<file path="src/include/eio_pkg.sv">
// Constants for the eight-bit I/O port: register map, reset values and pin routing.
package eio_pkg;

  // ------------------------------------------------------------
  // Register map on the data-memory port
  // ------------------------------------------------------------
  localparam int unsigned ADDR_W = 3;                 // Address width of the port.
  localparam logic [2:0] ADDR_DATA   = 3'h0;          // Port data latch / pin levels.
  localparam logic [2:0] ADDR_DIR    = 3'h1;          // Direction, 1 = input.
  localparam logic [2:0] ADDR_PULLUP = 3'h2;          // Pull-up enables.
  localparam logic [2:0] ADDR_WAKE   = 3'h3;          // Wake-up enables.
  localparam logic [2:0] ADDR_FUNC   = 3'h4;          // Pin function select.
  localparam logic [2:0] ADDR_REMAP  = 3'h5;          // Pin remap select.

  // ------------------------------------------------------------
  // Reset values and implemented-bit masks
  // ------------------------------------------------------------
  localparam logic [7:0] RST_DATA   = 8'hff;
  localparam logic [7:0] RST_DIR    = 8'hff;
  localparam logic [7:0] RST_PULLUP = 8'h00;
  localparam logic [7:0] RST_WAKE   = 8'h00;
  localparam logic [7:0] RST_FUNC   = 8'h00;
  localparam logic [7:0] RST_REMAP  = 8'h00;
  localparam logic [7:0] FUNC_MASK  = 8'h55;          // Only even bits exist.
  localparam logic [7:0] REMAP_MASK = 8'h33;          // Bits 5,4,1,0 exist.

  // ------------------------------------------------------------
  // Field positions and pin numbers
  // ------------------------------------------------------------
  localparam int unsigned SHARE_SEL_BIT6 = 6;         // Routes pin 5.
  localparam int unsigned SHARE_SEL_BIT4 = 4;         // Routes pin 2.
  localparam int unsigned SHARE_SEL_BIT2 = 2;         // Routes pin 1.
  localparam int unsigned SHARE_SEL_BIT0 = 0;         // Routes pin 0.
  localparam int unsigned PIN_SHARE6 = 5;
  localparam int unsigned PIN_SHARE4 = 2;
  localparam int unsigned PIN_SHARE2 = 1;
  localparam int unsigned PIN_SHARE0 = 0;
  localparam int unsigned IRQ_PIN_REMAP_LO = 0;
  localparam int unsigned IRQ_PIN_REMAP_HI = 1;
  localparam int unsigned CAPT_REMAP_BIT  = 4;        // 0: pin 6, 1: pin 0.
  localparam int unsigned TCLK_REMAP_BIT  = 5;        // 0: pin 7, 1: pin 6.
  localparam logic [2:0] IRQ_PIN_SEL0 = 3'h5;
  localparam logic [2:0] IRQ_PIN_SEL1 = 3'h2;
  localparam logic [2:0] IRQ_PIN_SEL2 = 3'h3;
  localparam logic [2:0] IRQ_PIN_SEL3 = 3'h7;
  localparam logic [2:0] CAPT_PIN_DEF = 3'h6;
  localparam logic [2:0] CAPT_PIN_ALT = 3'h0;
  localparam logic [2:0] TCLK_PIN_DEF = 3'h7;
  localparam logic [2:0] TCLK_PIN_ALT = 3'h6;

endpackage : eio_pkg

</file>
<file path="src/rtl/eio_port.sv">
// Eight-bit bidirectional I/O port with pin sharing, wake-up and register access.
//
// Operation
// - Input pins read live synchronised level.
// - Output latch holds until next write.
// - Direction bit one input, zero push-pull.
// - Output pins read back latch content.
// - Pull-up acts only on input pins.
// - Enabled falling edge wakes sleeping device.
// - Bit six routes pin five inverted timer.
// - Bit four routes pin two timer.
// - Bit two routes pin one inverted timer.
// - Odd select bits ignore writes, read zero.
// - Resets restore data, direction, pull, wake.
// - Remap field picks external interrupt pin.
`timescale 1ns/1ps

module eio_port (
  input  wire logic        CLK,
  input  wire logic        ARST_N,
  input  wire logic        SYS_RESET,
  input  wire logic        SLEEP,
  input  wire logic [2:0]  WR_ADDR,
  input  wire logic        WR_EN,
  input  wire logic [7:0]  WR_DATA,
  input  wire logic [2:0]  RD_ADDR,
  input  wire logic        RD_EN,
  input  wire logic        TIMER_OUTPUT,
  input  wire logic        TIMER_OUTPUT_INVERTED,
  input  wire logic [7:0]  PA_IN,
  output logic      [7:0]  PA_OUT,
  output logic      [7:0]  PA_OE,
  output logic      [7:0]  PA_PULLUP,
  output logic      [7:0]  RD_DATA,
  output logic             RD_VALID,
  output logic             WAKE,
  output logic             EXT_IRQ_PIN,
  output logic             TIMER_CAPTURE_INPUT,
  output logic             TIMER_CLK_PIN
);

  // ------------------------------------------------------------
  // Declarations
  // ------------------------------------------------------------
  logic [7:0] data_q, data_d;       // Output data latch.
  logic [7:0] dir_q, dir_d;         // Direction, 1 = input.
  logic [7:0] pu_q, pu_d;           // Pull-up enables.
  logic [7:0] wake_q, wake_d;       // Wake-up enables.
  logic [7:0] func_q, func_d;       // Pin function select.
  logic [7:0] remap_q, remap_d;     // Pin remap select.
  logic [7:0] pin_s1_q, pin_s2_q;   // Two-stage synchroniser.
  logic [7:0] pin_prev_q;           // Last synchronised level, for edges.
  logic [7:0] share_en;             // Pin handed to the timer.
  logic [7:0] share_val;            // Timer level for shared pins.
  logic [7:0] out_d, oe_d, pull_d;  // Next pin drive values.
  logic [7:0] rd_data_d;
  logic       rd_valid_d, wake_pulse_d, irq_d, capt_d, tclk_d;
  logic [2:0] irq_sel;

  // ------------------------------------------------------------
  // Register writes
  // ------------------------------------------------------------
  // A soft reset covers watchdog timeout in normal mode and the reset
  // pin; a watchdog timeout in halt must not raise it, so state holds.
  always_comb
  begin
    data_d  = data_q;
    dir_d   = dir_q;
    pu_d    = pu_q;
    wake_d  = wake_q;
    func_d  = func_q;
    remap_d = remap_q;
    if (SYS_RESET)
    begin
      data_d  = eio_pkg::RST_DATA;
      dir_d   = eio_pkg::RST_DIR;
      pu_d    = eio_pkg::RST_PULLUP;
      wake_d  = eio_pkg::RST_WAKE;
      func_d  = eio_pkg::RST_FUNC;
      remap_d = eio_pkg::RST_REMAP;
    end
    else if (WR_EN)
    begin
      case (WR_ADDR)
        eio_pkg::ADDR_DATA:   data_d  = WR_DATA;
        eio_pkg::ADDR_DIR:    dir_d   = WR_DATA;
        eio_pkg::ADDR_PULLUP: pu_d    = WR_DATA;
        eio_pkg::ADDR_WAKE:   wake_d  = WR_DATA;
        eio_pkg::ADDR_FUNC:   func_d  = WR_DATA & eio_pkg::FUNC_MASK;
        eio_pkg::ADDR_REMAP:  remap_d = WR_DATA & eio_pkg::REMAP_MASK;
        default:              data_d  = data_q;      // Unmapped writes are dropped.
      endcase
    end
  end

  // Register bank flops; power-on reset sets the documented values.
  always_ff @(posedge CLK or negedge ARST_N)
  begin
    if (!ARST_N)
    begin
      data_q  <= eio_pkg::RST_DATA;
      dir_q   <= eio_pkg::RST_DIR;
      pu_q    <= eio_pkg::RST_PULLUP;
      wake_q  <= eio_pkg::RST_WAKE;
      func_q  <= eio_pkg::RST_FUNC;
      remap_q <= eio_pkg::RST_REMAP;
    end
    else
    begin
      data_q  <= data_d;
      dir_q   <= dir_d;
      pu_q    <= pu_d;
      wake_q  <= wake_d;
      func_q  <= func_d;
      remap_q <= remap_d;
    end
  end

  // ------------------------------------------------------------
  // Pin synchroniser
  // ------------------------------------------------------------
  // Pins are asynchronous; only the second stage and the edge copy behind it (pin_prev_q) are ever looked at.
  always_ff @(posedge CLK or negedge ARST_N)
  begin
    if (!ARST_N)
    begin
      pin_s1_q   <= 8'hff;
      pin_s2_q   <= 8'hff;
      pin_prev_q <= 8'hff;
    end
    else
    begin
      pin_s1_q   <= PA_IN;
      pin_s2_q   <= pin_s1_q;
      pin_prev_q <= pin_s2_q;
    end
  end

  // ------------------------------------------------------------
  // Pin routing and drive
  // ------------------------------------------------------------
  // Collect which pins the timer owns and what level it wants there.
  always_comb
  begin
    share_en  = 8'h00;
    share_val = 8'h00;
    share_en[eio_pkg::PIN_SHARE6]  = func_q[eio_pkg::SHARE_SEL_BIT6];
    share_val[eio_pkg::PIN_SHARE6] = TIMER_OUTPUT_INVERTED;
    share_en[eio_pkg::PIN_SHARE4]  = func_q[eio_pkg::SHARE_SEL_BIT4];
    share_val[eio_pkg::PIN_SHARE4] = TIMER_OUTPUT;
    share_en[eio_pkg::PIN_SHARE2]  = func_q[eio_pkg::SHARE_SEL_BIT2];
    share_val[eio_pkg::PIN_SHARE2] = TIMER_OUTPUT_INVERTED;
    share_en[eio_pkg::PIN_SHARE0]  = func_q[eio_pkg::SHARE_SEL_BIT0];
    share_val[eio_pkg::PIN_SHARE0] = TIMER_OUTPUT;
  end

  // Per pin: a timer-owned pin is always driven; otherwise the direction
  // bit decides, and the weak pull-up never fights an active driver.
  for (genvar i = 0; i < 8; i++)
  begin : g_pin
    assign out_d[i]  = share_en[i] ? share_val[i] : data_q[i];
    assign oe_d[i]   = share_en[i] | ~dir_q[i];
    assign pull_d[i] = pu_q[i] & dir_q[i] & ~share_en[i];
  end

  // ------------------------------------------------------------
  // Read path, wake-up and function inputs
  // ------------------------------------------------------------
  // Reads are answered one cycle later from a flop; no input latch is kept,
  // so input bits show the level synchronised at the read cycle.
  always_comb
  begin
    rd_valid_d = RD_EN;
    rd_data_d  = RD_DATA;
    if (RD_EN)
    begin
      case (RD_ADDR)
        eio_pkg::ADDR_DATA:   rd_data_d = (dir_q & pin_s2_q) | (~dir_q & data_q);
        eio_pkg::ADDR_DIR:    rd_data_d = dir_q;
        eio_pkg::ADDR_PULLUP: rd_data_d = pu_q;
        eio_pkg::ADDR_WAKE:   rd_data_d = wake_q;
        eio_pkg::ADDR_FUNC:   rd_data_d = func_q;
        eio_pkg::ADDR_REMAP:  rd_data_d = remap_q;
        default:              rd_data_d = 8'h00;     // Unmapped reads give zero.
      endcase
    end
    // A falling edge on any enabled pin wakes the device while asleep.
    wake_pulse_d = SLEEP & |(wake_q & pin_prev_q & ~pin_s2_q);
    irq_sel = eio_pkg::IRQ_PIN_SEL0;
    case ({remap_q[eio_pkg::IRQ_PIN_REMAP_HI], remap_q[eio_pkg::IRQ_PIN_REMAP_LO]})
      2'h0:    irq_sel = eio_pkg::IRQ_PIN_SEL0;
      2'h1:    irq_sel = eio_pkg::IRQ_PIN_SEL1;
      2'h2:    irq_sel = eio_pkg::IRQ_PIN_SEL2;
      default: irq_sel = eio_pkg::IRQ_PIN_SEL3;
    endcase
    irq_d  = pin_s2_q[irq_sel];
    capt_d = remap_q[eio_pkg::CAPT_REMAP_BIT] ? pin_s2_q[eio_pkg::CAPT_PIN_ALT]
                                              : pin_s2_q[eio_pkg::CAPT_PIN_DEF];
    tclk_d = remap_q[eio_pkg::TCLK_REMAP_BIT] ? pin_s2_q[eio_pkg::TCLK_PIN_ALT]
                                              : pin_s2_q[eio_pkg::TCLK_PIN_DEF];
  end

  // Output flops; after reset every pin is an undriven input.
  always_ff @(posedge CLK or negedge ARST_N)
  begin
    if (!ARST_N)
    begin
      PA_OUT              <= 8'hff;
      PA_OE               <= 8'h00;
      PA_PULLUP           <= 8'h00;
      RD_DATA             <= 8'h00;
      RD_VALID            <= 1'b0;
      WAKE                <= 1'b0;
      EXT_IRQ_PIN         <= 1'b1;
      TIMER_CAPTURE_INPUT <= 1'b1;
      TIMER_CLK_PIN       <= 1'b1;
    end
    else
    begin
      PA_OUT              <= out_d;
      PA_OE               <= oe_d;
      PA_PULLUP           <= pull_d;
      RD_DATA             <= rd_data_d;
      RD_VALID            <= rd_valid_d;
      WAKE                <= wake_pulse_d;
      EXT_IRQ_PIN         <= irq_d;
      TIMER_CAPTURE_INPUT <= capt_d;
      TIMER_CLK_PIN       <= tclk_d;
    end
  end
endmodule : eio_port

</file>
<file path="config.mk">
export PLATFORM = sky130hd
export DESIGN_NAME = eio_port
export DESIGN_NICKNAME = d
export VERILOG_FILES = /design/src/include/eio_pkg.sv /design/src/rtl/eio_port.sv
export SDC_FILE = /design/constraint.sdc
export NUM_CORES = 1
export LEC_CHECK = 0
export BUFFER_PORTS_ARGS = -buffer_cell sky130_fd_sc_hd__buf_2
export CORE_MARGIN = 1.5
export CORE_UTILIZATION = 53
export DETAILED_ROUTE_END_ITERATION = 12
export PLACE_DENSITY_LB_ADDON = 0.15
export SLEW_MARGIN = 20
export SYNTH_ARGS = -nofsm -noshare
export SYNTH_HDL_FRONTEND = slang
export SYNTH_SLANG_ARGS = --single-unit
export TNS_END_PERCENT = 100
</file>
<file path="constraint.sdc">
create_clock -name CLK -period 1.8 [get_ports CLK]
set_input_delay 0.27 -clock CLK [delete_from_list [all_inputs] [get_ports CLK]]
set_output_delay 0.27 -clock CLK [all_outputs]
set_load 0.05 [all_outputs]
</file>
**Yosys cells after proc, flatten, opt, wreduce, memory -nomap -nowiden**

Index checks and enable logic that the tools add are counted.

- Register bits after elaboration: 109
- Bits in latches: 0
- RAM bits: 0
- ROM bits: 0
- Output and inout bits: 37
- Logic and storage cells: 112
- Memories kept: 0

- $add $sub $neg: 0
- Multiply operators: 0
- Divide/modulo/power cells: 0
- $lt $le $gt $ge: 1
- Eq/ne operators: 12
- Shift operators: 0
- Muxes and demuxes: 28
- Bitwise operators: 36
- Reductions and logical operators: 17

Operators with widths:

| cell | count |
|---|---|
| $mux W8 | 18 |
| $pmux W8 S6 | 1 |
| $and A8 B8 Y8 | 4 |
| $not A8 Y8 | 2 |
| $reduce_bool A2 Y1 | 7 |
| $and A1 B1 Y1 | 13 |
| $eq A3 B2 Y1 const B | 4 |
| $eq A3 B3 Y1 const B | 4 |
| $not A1 Y1 | 12 |
| $reduce_and A2 Y1 | 6 |
| $pmux W3 S3 | 1 |
| $or A8 B8 Y8 | 1 |
| $reduce_or A8 Y1 | 1 |
| $mux W1 | 7 |
| $eq A3 B1 Y1 const B | 2 |
| $logic_not A3 Y1 | 2 |
| $lt A3 B4 Y1 const B | 1 |
| $or A1 B1 Y1 | 4 |
| $bmux W1 S3 | 1 |
| $eq A2 B1 Y1 const B | 1 |
| $eq A2 B2 Y1 const B | 1 |
| $logic_not A2 Y1 | 1 |

**Depth between registers and ports, before layout**

- Depth after elaboration: 4
- Mapped depth: 6

**Worst setup path before layout**

Ideal clock, no wire load.

- Path type: reg2reg
- Start point: reg remap_q[1]
- End point: reg EXT_IRQ_PIN
- Arrival: 1.358 ns
- Slack: 0.359 ns
- Stages on the path, launching flop included: 5
- Clock period less this slack: 1.441 ns
- Cells stage by stage: dfrtp_1 inv_1 ha_1 mux4_2 mux2_2

- Cells in the longest elaborated chain, start to end: 4

RTL lines:

| element | RTL line | text |
|---|---|---|
| start: declaration | eio_port.sv:50 | `logic [7:0] remap_q, remap_d;` |
| start signal: assignment | eio_port.sv:106 | `remap_q <= eio_pkg::RST_REMAP;` |
| start signal: assignment | eio_port.sv:115 | `remap_q <= remap_d;` |
| $eq A2 B2 Y1, or another cell as far along | eio_port.sv:190 | `case ({remap_q[eio_pkg::IRQ_PIN_REMAP_HI], remap_q[eio_pkg::IRQ_PIN_REMAP_LO]})` |
| $pmux W3 S3 (*) | eio_port.sv:190 |  |
| $bmux W1 S3 (*) | eio_port.sv:196 | `irq_d = pin_s2_q[irq_sel];` |
| $mux W1 (not written as such) (*) | eio_port.sv:196 |  |
| via irq_d | eio_port.sv:57 | `logic rd_valid_d, wake_pulse_d, irq_d, capt_d, tclk_d;` |
| end signal: assignment | eio_port.sv:226 | `EXT_IRQ_PIN <= irq_d;` |
| end: declaration | eio_port.sv:37 | `output logic EXT_IRQ_PIN,` |

Mark *: on every way through the listed nets, which the timed path passes. The rest lies on a longest branch. The select of a mux whose other input is x is not followed.
A chain may end at the register's enable or synchronous reset.

**Worst setup path in the final report**

- Start point: reg remap_q[0]
- End point: reg EXT_IRQ_PIN

The elaborated chain is that of the path after synthesis.

==> impl_metrics.tcl <==
set metrics [dict create \
    syn-mean-instance-area_um2 12.84 \
    via_per_inst 5.513 \
    worst_pin_slew_ns 0.3991 \
    io_pins 67 \
    cp.arrival_ns 1.86 \
    ys_ff_latch 101 \
    clock_latency_ns 0.37 \
    grt_pass1_vias 2672 \
    dr_total_vias 2729 \
    p_clk_share_pct 30.2 \
    io_buffers 66 \
    die_h_um 89.81 \
    routabilityCongestion 0.8985 \
    leakage_nw 2.185 \
    run_status "finished clean" \
    synth_cell_types 37 \
    ir_drop_v 0.0003976 \
    layout_commonest_cell "buf_2" \
    setup_tns_ns 0 \
    synth_top_family_by_area "compound AO/OA/AOI/OAI gates" \
    post_cts_resized 0 \
    cts_tree "done" \
    fp.dieArea_mm2 0.008065 \
    finalSetupViolations 0 \
    cts_num_sinks 101 \
    yosysSeqAreaShare_pct 64.88 \
    grt_max_degree 40 \
    synth_xor_area_share_pct 0 \
    p_sw_share_pct 27.19 \
    ys.flop_type "dfstp_2" \
    std_cell_rows 31 \
    slew_violations 0 \
    drv_cap 0 \
    cts_root_buffer "clkbuf_8" \
    synth_fp_nets 343 \
    drt_iter0_markers 170 \
    synth_mux_area_share_pct 9.680 \
    stdcell_count 495 \
    grt_pass1_wl_mm 13.78 \
    fin_nets 423 \
    final_cell_mix "buf_2, dfstp_2, dfrtp_1" \
    die_w_um 89.81 \
    crit_path_max_fanout 4 \
    antenna_found_initial 0 \
    synth_edf_count 0 \
    coreArea_mm2 0.007253 \
    drtAntennaViolNets 0 \
    syn-cell-area_mm2 0.003994 \
    cp-start-kind "flip-flop" \
    wl_per_cell_um 17.54 \
    internal_power_mw 3.052 \
    start_util_pct 55.06 \
    synth-simple-area-share_pct 10.49 \
    syn_inst 311 \
    max_freq_mhz 641.3 \
    rsz0062_at_grt "false" \
    grtUsageTotal_pct 22.76 \
    hpwlAfterDp_mm 6.259 \
    pwr-share-comb_pct 11.5 \
    grt_remaining_overflow 0 \
    drc_errors 0 \
    slew_headroom_pct 73.34 \
    yosys_warnings 0 \
    n_antenna_cell 0 \
    cp-end-kind "flip-flop" \
    period_needed_ns 1.559 \
    cts_inserted_buffers 9 \
    placed_cells 470 \
    htree_levels 3 \
    power_density_mw_per_mm2 888.0 \
    hp-class "input pin to flip-flop" \
    drt_wl_total_mm 8.682 \
    hold_viol 0 \
    synthArstFlopShare_pct 100.0 \
    area_growth_pct 18.20 \
    final.setup_skew_ns 0.009071 \
    crit_required_ns 2.10 \
    period_share_pct 86.63 \
    layout-drive-gt1-share_pct 39.14 \
    cts_buffer_depth 2 \
    power.switching_mw 1.140 \
    synth_compound_area_share_pct 11.34 \
    seqPwrFrac_pct 58.3 \
    drtPass1Iterations 5 \
    worstSetupPathType "flip-flop to flip-flop" \
    yosys.area_share.adder_pct 0.6266 \
    clk_pin_slew_worst_paths_ns 0.09 \
]
repair_timing:
item,in CTS,in global routing
hold buffers,9,0
endpoints found under the hold margin,21,0
buffers inserted,0,0
critical path, cell delays in order (launching register included):
cell and delay [ns]:
dfrtp_1 0.45, inv_1 0.09, ha_1 0.20, mux4_2 0.50, mux2_2 0.27
final cells by class:
type / count / area [µm²]
fillers: 604 / 2532
inverters: 16 / 60.06
flip-flops and latches: 101 / 2591
well taps: 99 / 123.9
clock buffers: 11 / 131.4
multi-input cells: 180 / 1284
repair buffers: 83 / 495.5
clock inverters: 5 / 35.03
synthesized netlist by cell type, types with 3 or more instances:
| master | n | area, µm² |
|---|---|---|
| dfstp_2 | 51 | 1340 |
| dfrtp_1 | 50 | 1251 |
| nand2_1 | 25 | 93.84 |
| mux2i_1 | 24 | 240.2 |
| nor2_1 | 21 | 78.83 |
| o22a_1 | 21 | 183.9 |
| inv_1 | 16 | 60.06 |
| a21oi_1 | 11 | 55.05 |
| mux2_2 | 9 | 101.4 |
| o21ai_0 | 8 | 40.04 |
| a22oi_1 | 7 | 52.55 |
| clkbuf_1 | 7 | 26.28 |
| nand2b_1 | 6 | 37.54 |
| buf_2 | 5 | 25.02 |
| nand3b_1 | 5 | 37.54 |
| and2_1 | 4 | 25.02 |
| nand3_1 | 4 | 20.02 |
| nor2b_1 | 4 | 25.02 |
| or3_1 | 4 | 25.02 |
| a31oi_1 | 3 | 18.77 |
| o211ai_1 | 3 | 22.52 |
power groups by stage:
| stage | clock network [mW] | logic, mW | registers [mW] |
|---|---|---|---|
| finish | 1.26 | 0.484 | 2.44 |
| global placement | 0 | 0.463 | 2.48 |
| CTS | 1.30 | 0.486 | 2.44 |
| floorplan | 0 | 0.152 | 2.61 |
| detailed placement | 0 | 0.471 | 2.48 |
| global route | 1.40 | 0.520 | 2.46 |
kinds of logic (layout without fill, tap and decap cells):
family / Yosys count / in the layout
AOI/OAI and AO/OA: 62 / 62
muxes: 35 / 35
buffers and inverters: 30 / 115
adders and majority gates: 2 / 2
DFF: 101 / 101
and+or+nand+nor: 81 / 81
registers in the layout, summed over array words and instances, names as in the netlist:
name	cells
PA_OE	8
remap_q	4
TIMER_CAPTURE_INPUT	1
pin_s1_q	8
pu_q	8
WAKE	1
RD_DATA	8
pin_s2_q	8
RD_VALID	1
PA_OUT	8
wake_q	8
EXT_IRQ_PIN	1
PA_PULLUP	8
func_q	4
pin_prev_q	8
TIMER_CLK_PIN	1
data_q	8
dir_q	8
through the flow:
| stage | instance area (µm²) | utilization [%] | power (mW) | hold WS (ns) | setup slack (ns) |
|---|---|---|---|---|---|
| 5_1_grt | 4721 | 65.09 | 4.372 | 0.08696 | 0.2059 |
| 3_3_place_gp | 4464 | 61.55 | 2.946 | 0.1560 | 0.1952 |
| 3_5_place_dp | 4464 | 61.55 | 2.955 | 0.1591 | 0.1552 |
| 6_report | 4721 | 65.09 | 4.192 | 0.1117 | 0.2407 |
| 2_1_floorplan | 3994 | - | 2.758 | -0.02559 | 0.3594 |
| 4_1_cts | 4721 | 65.09 | 4.227 | 0.09815 | 0.2487 |
worst paths after layout:
| path | startpoint | endpoint | cells after the start | slack (ns) |
|---|---|---|---|---|
| worst max-delay path | remap_q[0]$_DFFE_PN0P_ | EXT_IRQ_PIN$_DFF_PN1_ | 4 | 0.24 |
| worst min-delay path | SLEEP | WAKE$_DFF_PN0_ | 2 | 0.11 |
| worst max register to register | remap_q[0]$_DFFE_PN0P_ | EXT_IRQ_PIN$_DFF_PN1_ | 4 | 0.24 |
| worst min register to register | pin_s1_q[4]$_DFF_PN1_ | pin_s2_q[4]$_DFF_PN1_ | 0 | 0.36 |
| max in group asynchronous | ARST_N | pin_s2_q[4]$_DFF_PN1_ | 3 | 0.87 |
| min in group asynchronous | ARST_N | PA_OE[7]$_DFF_PN0_ | 2 | 0.31 |
metal layers:
metal	track usage, %	wire [µm]	up-vias
met2	34.80	4036	104
met1	31.85	3877	1373
li1	-	-	1243
met4	7.540	129	0
met5	0	0	-
met3	6.176	638	9
Note: power is estimated with default switching activity, not from simulation.
